==> src/porst_pkg.sv <==
// Package for the power-on reset sequencer: timing constants, modes and states.
// Assumes a single 250 MHz system clock domain.
package porst_pkg;
    localparam int unsigned CLK_PERIOD_PS = 4000;

    // Power-up timer hold, nominal, in milliseconds.
    localparam int unsigned PWRUP_HOLD_MS = 72;

    // Brown-out minimum duration in microseconds, and its cycle count at the system clock.
    localparam int unsigned BROWN_OUT_MIN_DURATION_US = 100;
    localparam int unsigned BROWN_OUT_MIN_CYCLES =
        (BROWN_OUT_MIN_DURATION_US * 1000000 + CLK_PERIOD_PS - 1) / CLK_PERIOD_PS;
    localparam int unsigned BROWN_OUT_CNT_W = 16;

    // Internal RC oscillator tick period in microseconds; the hold is counted in these ticks.
    localparam int unsigned RC_TICK_US = 1;
    localparam int unsigned RC_TICK_CYCLES = (RC_TICK_US * 1000000) / CLK_PERIOD_PS;
    localparam int unsigned RC_DIV_W = 8;
    localparam int unsigned PWRUP_HOLD_TICKS = (PWRUP_HOLD_MS * 1000) / RC_TICK_US;
    localparam int unsigned PWRUP_CNT_W = 17;

    // Oscillator start-up count, in cycles of the oscillator input pin.
    localparam int unsigned OSC_STARTUP_CYCLES = 1024;
    localparam int unsigned OSC_CNT_W = 11;

    // Oscillator mode selection, as held in the configuration word.
    localparam logic [1:0] OSC_MODE_LOW_POWER_CRYSTAL  = 2'h0;
    localparam logic [1:0] OSC_MODE_MEDIUM_CRYSTAL     = 2'h1;
    localparam logic [1:0] OSC_MODE_HIGH_SPEED_CRYSTAL = 2'h2;
    localparam logic [1:0] OSC_MODE_RC                 = 2'h3;

    typedef enum logic [2:0] {
        PORST_POR,
        PORST_BROWN_OUT,
        PORST_PWRUP,
        PORST_OSC_START,
        PORST_RUN,
        PORST_SLEEP
    } porst_state_e;
endpackage

==> src/porst_rc_tick.sv <==
// Internal RC oscillator stand-in: divides the system clock into a one-cycle tick.
// Assumes clk is the free-running 250 MHz system clock.
`timescale 1ns/100ps
module porst_rc_tick
    import porst_pkg::*;
(
    input  wire logic clk,
    input  wire logic rst_n,
    input  wire logic clear,
    output logic      tick
);
    logic [RC_DIV_W-1:0] div_ff;
    logic [RC_DIV_W-1:0] nxt_div;

    always_comb begin
        nxt_div = div_ff + 8'h01;
        if (clear || div_ff == RC_DIV_W'(RC_TICK_CYCLES - 1)) begin
            nxt_div = '0;
        end
    end

    always_ff @(posedge clk or negedge rst_n) begin
        if (!rst_n) begin
            div_ff <= '0;
        end else begin
            div_ff <= nxt_div;
        end
    end

    assign tick = !clear && (div_ff == RC_DIV_W'(RC_TICK_CYCLES - 1));
endmodule

==> src/porst_sequencer.sv <==
// Power-on reset sequencer: holds the core in reset through power-on, brown-out,
// the power-up timer and the oscillator start-up count.
// Assumes detector inputs and the oscillator input pin are synchronous to clk.
`timescale 1ns/100ps
module porst_sequencer
    import porst_pkg::*;
(
    input  wire logic       clk,
    input  wire logic       rst_n,
    input  wire logic       supply_ok,
    input  wire logic       below_brown_out_threshold,
    input  wire logic       other_reset_req,
    input  wire logic       sleep_req,
    input  wire logic       wake_req,
    input  wire logic       power_up_timer_disable,
    input  wire logic       brown_out_enable,
    input  wire logic [1:0] osc_mode,
    input  wire logic       oscillator_input_pin,
    output logic            core_reset_n,
    output logic            core_sleeping,
    output logic            brown_out_flag
);
    porst_state_e         state_ff;
    porst_state_e         nxt_state;
    logic [PWRUP_CNT_W-1:0]     pwrup_cnt_ff;
    logic [PWRUP_CNT_W-1:0]     nxt_pwrup_cnt;
    logic [OSC_CNT_W-1:0]       osc_cnt_ff;
    logic [OSC_CNT_W-1:0]       nxt_osc_cnt;
    logic [BROWN_OUT_CNT_W-1:0] bo_cnt_ff;
    logic [BROWN_OUT_CNT_W-1:0] nxt_bo_cnt;
    logic                 osc_pin_ff;
    logic                 core_reset_n_ff;
    logic                 nxt_core_reset_n;
    logic                 bo_flag_ff;
    logic                 nxt_bo_flag;
    logic                 rc_tick;
    logic                 rc_clear;
    logic                 osc_rise;
    logic                 crystal_mode;
    logic                 brown_out_hit;
    logic                 start_after_pwrup;

    // The power-up timer counts RC ticks, never system clock edges directly.
    porst_rc_tick u_rc_tick (
        .clk   (clk),
        .rst_n (rst_n),
        .clear (rc_clear),
        .tick  (rc_tick)
    );

    assign rc_clear     = (state_ff != PORST_PWRUP);
    assign osc_rise     = oscillator_input_pin && !osc_pin_ff;
    assign crystal_mode = (osc_mode != OSC_MODE_RC);
    // A slow rise that lingers below the threshold stays a power-on reset, so its start-up count is kept.
    assign brown_out_hit = brown_out_enable && (state_ff != PORST_POR) &&
                           (bo_cnt_ff == BROWN_OUT_CNT_W'(BROWN_OUT_MIN_CYCLES));

    // Start-up count follows the hold only in crystal modes and only after power-on.
    // The brown-out flag stays set from the dip until release, so it marks a brown-out hold.
    assign start_after_pwrup = crystal_mode && !bo_flag_ff;

    // Low-supply qualification counter saturates once the dip is long enough.
    always_comb begin
        nxt_bo_cnt = '0;
        if (below_brown_out_threshold && brown_out_enable) begin
            nxt_bo_cnt = bo_cnt_ff;
            if (bo_cnt_ff != BROWN_OUT_CNT_W'(BROWN_OUT_MIN_CYCLES)) begin
                nxt_bo_cnt = bo_cnt_ff + 16'h0001;
            end
        end
    end

    always_comb begin
        nxt_state     = state_ff;
        nxt_pwrup_cnt = pwrup_cnt_ff;
        nxt_osc_cnt   = osc_cnt_ff;
        nxt_bo_flag   = bo_flag_ff;
        case (state_ff)
            PORST_POR: begin
                // Only a rising supply leaves this state; a falling supply elsewhere is brown-out's job.
                if (supply_ok && !(brown_out_enable && below_brown_out_threshold)) begin
                    nxt_pwrup_cnt = '0;
                    nxt_osc_cnt   = '0;
                    if (!power_up_timer_disable) begin
                        nxt_state = PORST_PWRUP;
                    end else if (start_after_pwrup) begin
                        nxt_state = PORST_OSC_START;
                    end else begin
                        nxt_state = PORST_RUN;
                    end
                end
            end
            PORST_BROWN_OUT: begin
                if (!below_brown_out_threshold) begin
                    nxt_pwrup_cnt = '0;
                    nxt_osc_cnt   = '0;
                    if (!power_up_timer_disable) begin
                        nxt_state = PORST_PWRUP;
                    end else if (start_after_pwrup) begin
                        nxt_state = PORST_OSC_START;
                    end else begin
                        nxt_state = PORST_RUN;
                    end
                end
            end
            PORST_PWRUP: begin
                if (rc_tick) begin
                    nxt_pwrup_cnt = pwrup_cnt_ff + 17'h00001;
                end
                if (rc_tick && pwrup_cnt_ff == PWRUP_CNT_W'(PWRUP_HOLD_TICKS - 1)) begin
                    nxt_state = start_after_pwrup ? PORST_OSC_START : PORST_RUN;
                end
            end
            PORST_OSC_START: begin
                if (osc_rise) begin
                    nxt_osc_cnt = osc_cnt_ff + 11'h001;
                end
                if (osc_rise && osc_cnt_ff == OSC_CNT_W'(OSC_STARTUP_CYCLES - 1)) begin
                    nxt_state = PORST_RUN;
                end
            end
            PORST_RUN: begin
                if (sleep_req) begin
                    nxt_state = PORST_SLEEP;
                end else if (other_reset_req) begin
                    // Other sources hold reset but skip the power-up timer and start-up count.
                    nxt_state = PORST_RUN;
                end
            end
            PORST_SLEEP: begin
                if (wake_req) begin
                    nxt_osc_cnt = '0;
                    nxt_state   = crystal_mode ? PORST_OSC_START : PORST_RUN;
                end
            end
            default: begin
                nxt_state = PORST_POR;
            end
        endcase
        // A qualified dip overrides everything outside the power-on state, including a running power-up timer.
        if (brown_out_hit) begin
            nxt_state     = PORST_BROWN_OUT;
            nxt_pwrup_cnt = '0;
            nxt_bo_flag   = 1'b1;
        end else if (nxt_state == PORST_RUN && state_ff != PORST_RUN) begin
            nxt_bo_flag = 1'b0;
        end
        nxt_core_reset_n = (nxt_state == PORST_RUN || nxt_state == PORST_SLEEP) &&
                           !(nxt_state == PORST_RUN && other_reset_req);
    end

    always_ff @(posedge clk or negedge rst_n) begin
        if (!rst_n) begin
            state_ff        <= PORST_POR;
            pwrup_cnt_ff    <= '0;
            osc_cnt_ff      <= '0;
            bo_cnt_ff       <= '0;
            osc_pin_ff      <= 1'b0;
            core_reset_n_ff <= 1'b0;
            bo_flag_ff      <= 1'b0;
        end else begin
            state_ff        <= nxt_state;
            pwrup_cnt_ff    <= nxt_pwrup_cnt;
            osc_cnt_ff      <= nxt_osc_cnt;
            bo_cnt_ff       <= nxt_bo_cnt;
            osc_pin_ff      <= oscillator_input_pin;
            core_reset_n_ff <= nxt_core_reset_n;
            bo_flag_ff      <= nxt_bo_flag;
        end
    end

    assign core_reset_n   = core_reset_n_ff;
    assign core_sleeping  = (state_ff == PORST_SLEEP);
    assign brown_out_flag = bo_flag_ff;

    // Assertions.
    a_reset_in_por: assert property (@(posedge clk) disable iff (!rst_n)
        state_ff == PORST_POR |-> !core_reset_n)
        else $error("core released while in power-on state");
    a_no_early_release: assert property (@(posedge clk) disable iff (!rst_n)
        state_ff == PORST_PWRUP && !brown_out_hit &&
        !(rc_tick && pwrup_cnt_ff == PWRUP_CNT_W'(PWRUP_HOLD_TICKS - 1))
        |=> state_ff == PORST_PWRUP && !core_reset_n)
        else $error("core released during power-up hold");
    a_pwrup_hold_reset: assert property (@(posedge clk) disable iff (!rst_n)
        state_ff == PORST_PWRUP |-> !core_reset_n)
        else $error("core out of reset during power-up timer");
    a_pwrup_full_count: assert property (@(posedge clk) disable iff (!rst_n)
        (state_ff == PORST_PWRUP && $past(state_ff) == PORST_PWRUP)
        ##1 (state_ff == PORST_OSC_START || state_ff == PORST_RUN)
        |-> $past(pwrup_cnt_ff) == PWRUP_CNT_W'(PWRUP_HOLD_TICKS - 1))
        else $error("power-up hold ended early");
    a_osc_full_count: assert property (@(posedge clk) disable iff (!rst_n)
        $past(state_ff) == PORST_OSC_START && state_ff == PORST_RUN
        |-> $past(osc_cnt_ff) == OSC_CNT_W'(OSC_STARTUP_CYCLES - 1) && $past(osc_rise))
        else $error("start-up count ended early");
    a_rc_no_osc: assert property (@(posedge clk) disable iff (!rst_n)
        osc_mode == OSC_MODE_RC && state_ff != PORST_OSC_START |=> state_ff != PORST_OSC_START)
        else $error("start-up count entered in RC mode");
    a_bo_disabled: assert property (@(posedge clk) disable iff (!rst_n)
        !brown_out_enable && state_ff == PORST_RUN && !sleep_req |=> state_ff == PORST_RUN)
        else $error("brown-out taken while disabled");
    a_bo_short_dip: assert property (@(posedge clk) disable iff (!rst_n)
        state_ff == PORST_RUN && bo_cnt_ff < BROWN_OUT_CNT_W'(BROWN_OUT_MIN_CYCLES) && !sleep_req
        |=> state_ff == PORST_RUN)
        else $error("brown-out on short dip");
    a_bo_restart: assert property (@(posedge clk) disable iff (!rst_n)
        brown_out_hit |=> state_ff == PORST_BROWN_OUT && pwrup_cnt_ff == '0 && !core_reset_n)
        else $error("brown-out did not restart hold");
    a_bo_skip_start: assert property (@(posedge clk) disable iff (!rst_n)
        state_ff == PORST_PWRUP && bo_flag_ff |=> state_ff != PORST_OSC_START)
        else $error("start-up count run after brown-out");
    a_timer_disabled: assert property (@(posedge clk) disable iff (!rst_n)
        state_ff == PORST_BROWN_OUT && !below_brown_out_threshold && power_up_timer_disable && !brown_out_hit
        |=> state_ff != PORST_PWRUP)
        else $error("power-up timer ran while disabled");

    c_power_up_run: cover property (@(posedge clk) disable iff (!rst_n)
        $rose(core_reset_n));
    c_brown_out: cover property (@(posedge clk) disable iff (!rst_n)
        state_ff == PORST_PWRUP ##1 state_ff == PORST_BROWN_OUT);
    c_wake: cover property (@(posedge clk) disable iff (!rst_n)
        state_ff == PORST_SLEEP ##1 state_ff == PORST_OSC_START);
endmodule

==> config.mk <==
export PLATFORM = sky130hd
export DESIGN_NAME = porst_sequencer
export DESIGN_NICKNAME = d
export VERILOG_FILES = /design/src/porst_pkg.sv /design/src/porst_rc_tick.sv /design/src/porst_sequencer.sv
export SDC_FILE = /design/constraint.sdc
export NUM_CORES = 1
export LEC_CHECK = 0
export BUFFER_PORTS_ARGS = -buffer_cell sky130_fd_sc_hd__buf_4
export CAP_MARGIN = 20
export CORE_MARGIN = 1
export CORE_UTILIZATION = 50
export CTS_BUF_LIST = sky130_fd_sc_hd__clkbuf_8
export DETAILED_ROUTE_END_ITERATION = 12
export PLACE_DENSITY = 0.67
export SLEW_MARGIN = 30
export SYNTH_ARGS = -nofsm -noshare
export SYNTH_HDL_FRONTEND = slang
export SYNTH_SLANG_ARGS = --single-unit
==> constraint.sdc <==
create_clock -name clk -period 2.55 [get_ports clk]
set_input_delay 0.51 -clock clk [delete_from_list [all_inputs] [get_ports clk]]
set_output_delay 0.51 -clock clk [all_outputs]
set_load 0.1 [all_outputs]
# ---- Word-level counts from Yosys, hierarchy flattened
# Cells that the tools add are included.
# Widths: inputs -> output; s select.
dict set report classes {
  addsub 4
  mul 0
  div_mod_pow 0
  magnitude_cmp 0
  n_eq_ne 24
  shift 0
  mux 27
  n_bitwise 0
  reduce_logical 26
}
# op n
set op_table {}
lappend op_table {{$mux 17} 4}
lappend op_table {{$pmux 17 s3} 1}
lappend op_table {{$mux 11} 4}
lappend op_table {{$pmux 11 s4} 1}
lappend op_table {{$mux 3} 11}
lappend op_table {{$mux 16} 2}
lappend op_table {{$pmux 3 s6} 1}
lappend op_table {{$add 17x1->17 const B} 1}
lappend op_table {{$eq 17x17->1 const B} 1}
lappend op_table {{$add 16x1->16 const B} 1}
lappend op_table {{$eq 16x15->1 const B} 1}
lappend op_table {{$ne 16x15->1 const B} 1}
lappend op_table {{$eq 3x3->1 const B} 5}
lappend op_table {{$logic_and 1x1->1} 12}
lappend op_table {{$ne 3x3->1 const B} 4}
lappend op_table {{$add 11x1->11 const B} 1}
lappend op_table {{$eq 11x10->1 const B} 1}
lappend op_table {{$ne 2x2->1 const B} 5}
lappend op_table {{$add 8x1->8 const B} 1}
lappend op_table {{$eq 8x8->1 const B} 1}
lappend op_table {{$mux 8} 1}
lappend op_table {{$reduce_bool 4->1} 2}
lappend op_table {{$eq 3x2->1 const B} 2}
lappend op_table {{$logic_not 1->1} 5}
lappend op_table {{10 further kinds} 12}
dict set report totals {
  ff_bits 58
  latchBits 0
  mem_bits_rw 0
  romBits 0
  in_bits 12
  out_inout_bits 3
  wordCells 89
  mem_count 0
}

# ---- Depth between registers and ports, before layout
dict set report depth {
  word_depth 11
  depth_mapped 10
  ltp_nobuf 7
}

# ---- By module
# A second synthesis with hierarchy kept.
dict set report hier_totals {
  hier_cells 359
  area_unflattened_um2 3273.1
}
# mod instances cells_per_inst area_each_um2 seq_area_each_um2
set by_module_without_submodules {}
lappend by_module_without_submodules {porst_sequencer 1 316 2837.7 1251.2}
lappend by_module_without_submodules {porst_rc_tick 1 43 435.4 200.2}

# ---- Worst setup path before layout
# OpenSTA, ideal clock, no wires.
dict set report synth_path {
  kind {flip-flop to flip-flop}
  start {register bo_cnt_ff[0]}
  end {register pwrup_cnt_ff[15]}
  setup_time_ns 0.073
  arrival_time_ns 2.038
  required_time_ns 2.477
  path_slack_ns 0.439
  path_stages_with_launch 9
  n_path_buf 1
  synth_period_minus_slack_ns 2.111
  cell_sequence {dfrtp_1 inv_1 ha_1 nor4b_2 nand4_1 o221a_4 buf_6 or4_4 a21oi_2}
}
dict set report synth_between {
  elab_chain_len 4
  word_cells_on_any_way 8
  classes_between {4 x eq/ne; 1 x mux; 3 x reduce/logical}
}
# element line
set synth_rtl {}
lappend synth_rtl {{start, declared} porst_sequencer.sv:29} ;# logic [BROWN_OUT_CNT_W-1:0] bo_cnt_ff;
lappend synth_rtl {{start signal, assigned} porst_sequencer.sv:165} ;# bo_cnt_ff <= nxt_bo_cnt;
lappend synth_rtl {{$eq 16x15->1 (*)} porst_sequencer.sv:56} ;# (bo_cnt_ff == BROWN_OUT_CNT_W'(BROWN_OUT_MIN_CYCLES));
lappend synth_rtl {{$logic_and 1x1->1 (*)} porst_sequencer.sv:55} ;# assign brown_out_hit = brown_out_enable && (state_ff != PORST_POR) &&
lappend synth_rtl {{$ne 3x3->1 (no line) / $reduce_bool 4->1 (equally long branches)} --}
lappend synth_rtl {{$reduce_and 4->1 (no line)} --}
lappend synth_rtl {{end signal, assigned} porst_sequencer.sv:163} ;# pwrup_cnt_ff <= nxt_pwrup_cnt;
lappend synth_rtl {{end, declared} porst_sequencer.sv:25} ;# logic [PWRUP_CNT_W-1:0] pwrup_cnt_ff;
# Every way passes the cells marked *; elsewhere a longest branch is shown, timed or not.
# A chain may end at the register's enable or synchronous reset.

# ---- Final worst setup path
dict set report layout_path {
  start {register u_rc_tick.div_ff[1]}
  end {register pwrup_cnt_ff[9]}
}
dict set report layout_between {
  elab_chain_len 4
}
# element line
set layout_rtl {}
lappend layout_rtl {{start, declared} porst_rc_tick.sv:12} ;# logic [RC_DIV_W-1:0] div_ff;
lappend layout_rtl {{start signal, assigned} porst_rc_tick.sv:26} ;# div_ff <= nxt_div;
lappend layout_rtl {{$eq 8x8->1} porst_rc_tick.sv:30} ;# assign tick = !clear && (div_ff == RC_DIV_W'(RC_TICK_CYCLES - 1));
lappend layout_rtl {{$logic_and 1x1->1} porst_rc_tick.sv:30}
lappend layout_rtl {{$ne 3x3->1 (no line)} --}
lappend layout_rtl {{$reduce_and 4->1 (no line)} --}
# Every way passes these cells.

==> impl_results.md <==
- Status: complete, no violations
- Area of the multi-input gates: 1603 µm²
- Synth area leader: dfrtp_1
- Clock network fraction of total power: 33.6%
- Final Power: 2.500 mW
- H-tree levels: 3
- Total vias in the final route: 2556
- Syn_area_per_cell: 9.304 µm²
- Post-Synthesis Cells: 337
- Net Sw Frac: 32.23%
- Worst-Margin Slew: 0.7240 ns
- Hold crit path type: in2async
- Synth Warn #: 0
- #FFs+latches synth: 58
- Clk_lat worst skew: 0.33 ns
- Core area: 5991 µm²
- Root buf cell: clkbuf_8
- Synthesized area: 3136 µm²
- First-pass GRT wire length: 11.33 mm
- Initial antenna violation count: 0
- F_max: 440.6 MHz
- DRC: 0
- RSZ-0062 raised after global routing: false
- Die H: 81.19 µm
- Site row count: 28
- Final ANT Viol Nets: 0
- Placed insts: 421
- Async set-reset flop share out of synthesis: 100.0%
- Worst-path clk slew: 0.06 ns
- Drt pass-1 iters: 4
- CP Class: reg2reg
- Count leader, synth: dfrtp_1
- Reg-to-reg slack, setup: 0.28 ns
- Bufs on Longest Clock Path: 2
- Most common flop cell mapped by yosys: dfrtp_1
- CP Launch Type: register
- Final Cycle Share: 89.00%
- Hold buffers post-CTS: 0
- CTS Sinks: 58
- Share of cells above drive strength 1: 11.60%
- Max_slew headroom: 51.73%
- Post-layout util: 58.86%
- Post-cts repair resize count: 0
- Max Transition Viols Final: 0
- Synthesized Nets: 355
- Post-CTS Setup Inserts: 0
- Layout fillers: 539
- Vias in the first global route: 2434
- Die area: 6592 µm²
- Critical path arrival: 2.52 ns
- Initial DRC count: 142
- Layout area overhead: 12.45%
- Post-route minimum period: 2.269 ns
- Crit. End Element: register
- Grt total ovfl: 0
- Post-synthesis sequential area ratio: 46.29%
- Post-synth EDFFs: 0
- Top cells by area, synth: dfrtp_1 (46%), nor2_1 (4.3%), o21ai_0 (3.8%)
- P_sw: 0.8057 mW
- Routed len/inst: 14.98 µm
- Final setup fails: 0
- Pwr Density: 709.0 nW/µm²
- Seq pwr share: 44.3%
- Chip Width: 81.19 µm
- Num ports: 15
- Vias per cell: 5.849
- Detailed Place HPWL: 4.490 mm
- TritonCTS clock tree: built
- Distinct cells, synth: 48
- Layout net count: 375
- Max IR drop VDD: 0.0004602 V
- Cell Int Power: 1.694 mW
- Synth top cells by count: dfrtp_1 (58), nor2_1 (36), nand2_1 (29)
- CP Max Fanout: 31
- CP required: 2.80 ns
- Final Hold Viols: 0
- Post-placement setup slack: 0.2879 ns
- Clock skew: 0.007428 ns
- Combinational fraction of design power: 22.1%
- Post-synth top area share: 46.29%
- Lkg Pwr: 1.504 nW
- Ant diodes: 0
- Register Area: 1451 µm²
- Port buffer count: 14
- Inserted Clock Buffers: 9
- Largest net degree at the start of global routing: 59
- Global Route Usage Sum: 22.84%
- Post-route insts no fill: 437
- Wirelength, routed: 6.545 mm
- Final worst setup slack: 0.2805 ns
- MaxCap Viol Count: 0
- Starting Density: 52.34%
- GPL Wtd Cong: 0.8656
- Setup_tns: 0 ns
==> power groups by stage <==
stage               sequential (mW)  combinational, mW  clock, mW
floorplan                      1.09              0.416          0
global placement               1.12              0.540          0
detailed placement             1.12              0.548          0
CTS                            1.10              0.550      0.862
global route                   1.12              0.625      0.903
finish                         1.11              0.552      0.840
==> kinds of logic (layout without fill, tap and decap cells) <==
group / Yosys count / after routing / share of synthesized area, %
flops: 58 / 58 / 46.29
buf+inv: 19 / 44 / 2.594
compound gates: 79 / 79 / 16.08
simple gates: 154 / 154 / 26.66
mux: 2 / 2 / 0.6784
fa+ha+maj: 6 / 6 / 2.394
xor+xnor: 19 / 19 / 5.307
==> state kept, by name, indices dropped and copies added (netlist names) <==
| signal | flops |
|---|---|
| bo_cnt_ff | 16 |
| osc_cnt_ff | 11 |
| brown_out_flag | 1 |
| pwrup_cnt_ff | 17 |
| core_reset_n | 1 |
| u_rc_tick.div_ff | 8 |
| state_ff | 3 |
| osc_pin_ff | 1 |
==> layout make-up <==
cell class / count / share of cell area, %
clock buffers: 11 / 4.294
clock inverters: 5 / 1.313
inverters: 8 / 0.8517
multi-input cells: 260 / 45.46
flip-flops and latches: 58 / 41.16
well taps: 75 / 2.661
repair buffers: 20 / 4.258
==> critical path: stages, from the launching register on <==
cell and delay [ns]:
dfrtp_1 0.39, inv_1 0.06, ha_1 0.13, nand2_1 0.04
or3_1 0.43, o221a_4 0.42, or4_1 0.55, a21oi_1 0.16
==> layer usage <==
metal / up-vias / track usage (%) / share of wire, %
met4: 0 / 10.36 / 1.7
li1: 1281 / - / -
met5: - / 0 / 0
met3: 10 / 4.831 / 4.6
met1: 1204 / 31.97 / 50
met2: 61 / 33.78 / 44
==> path summary, 6_finish.rpt <==
check / end / start / cells past startpoint
setup / recovery: pwrup_cnt_ff[9]$_DFFE_PN0P_ / u_rc_tick.div_ff[1]$_DFF_PN0_ / 7
hold / removal: u_rc_tick.div_ff[6]$_DFF_PN0_ / rst_n / 1
hold reg to reg: u_rc_tick.div_ff[0]$_DFF_PN0_ / u_rc_tick.div_ff[0]$_DFF_PN0_ / 1
setup reg to reg: pwrup_cnt_ff[9]$_DFFE_PN0P_ / u_rc_tick.div_ff[1]$_DFF_PN0_ / 7
min in group clk: osc_pin_ff$_DFF_PN0_ / oscillator_input_pin / 1
max in group asynchronous: pwrup_cnt_ff[15]$_DFFE_PN0P_ / rst_n / 1
==> layout by cell type (no fill, tap or decap), types with 3 or more instances in the layout <==
| master | count |
|---|---|
| nor4_1 | 3 |
| o31ai_1 | 11 |
| or4_1 | 6 |
| xor2_1 | 12 |
| and4_1 | 6 |
| xnor2_1 | 7 |
| and3_1 | 10 |
| o21ai_0 | 24 |
| nand4_1 | 10 |
| nand3_1 | 20 |
| nor2b_1 | 3 |
| clkbuf_8 | 11 |
| inv_1 | 11 |
| a21oi_1 | 21 |
| nand2b_1 | 3 |
| a31oi_1 | 4 |
| ha_1 | 6 |
| or3_1 | 11 |
| buf_4 | 20 |
| nand2_1 | 29 |
| a22o_1 | 3 |
| and2_1 | 5 |
| nor2_1 | 36 |
| nand3b_1 | 3 |
| dfrtp_1 | 58 |
==> through the flow <==
step | hold WS (ns) | instance area [µm²]
floorplan | 0.2144 | 3136
global placement | 0.4697 | 3328
detailed placement | 0.4921 | 3328
CTS | 0.2619 | 3526
global route | 0.2768 | 3526
finish | 0.2360 | 3526
(Power assumes the default switching activity.)
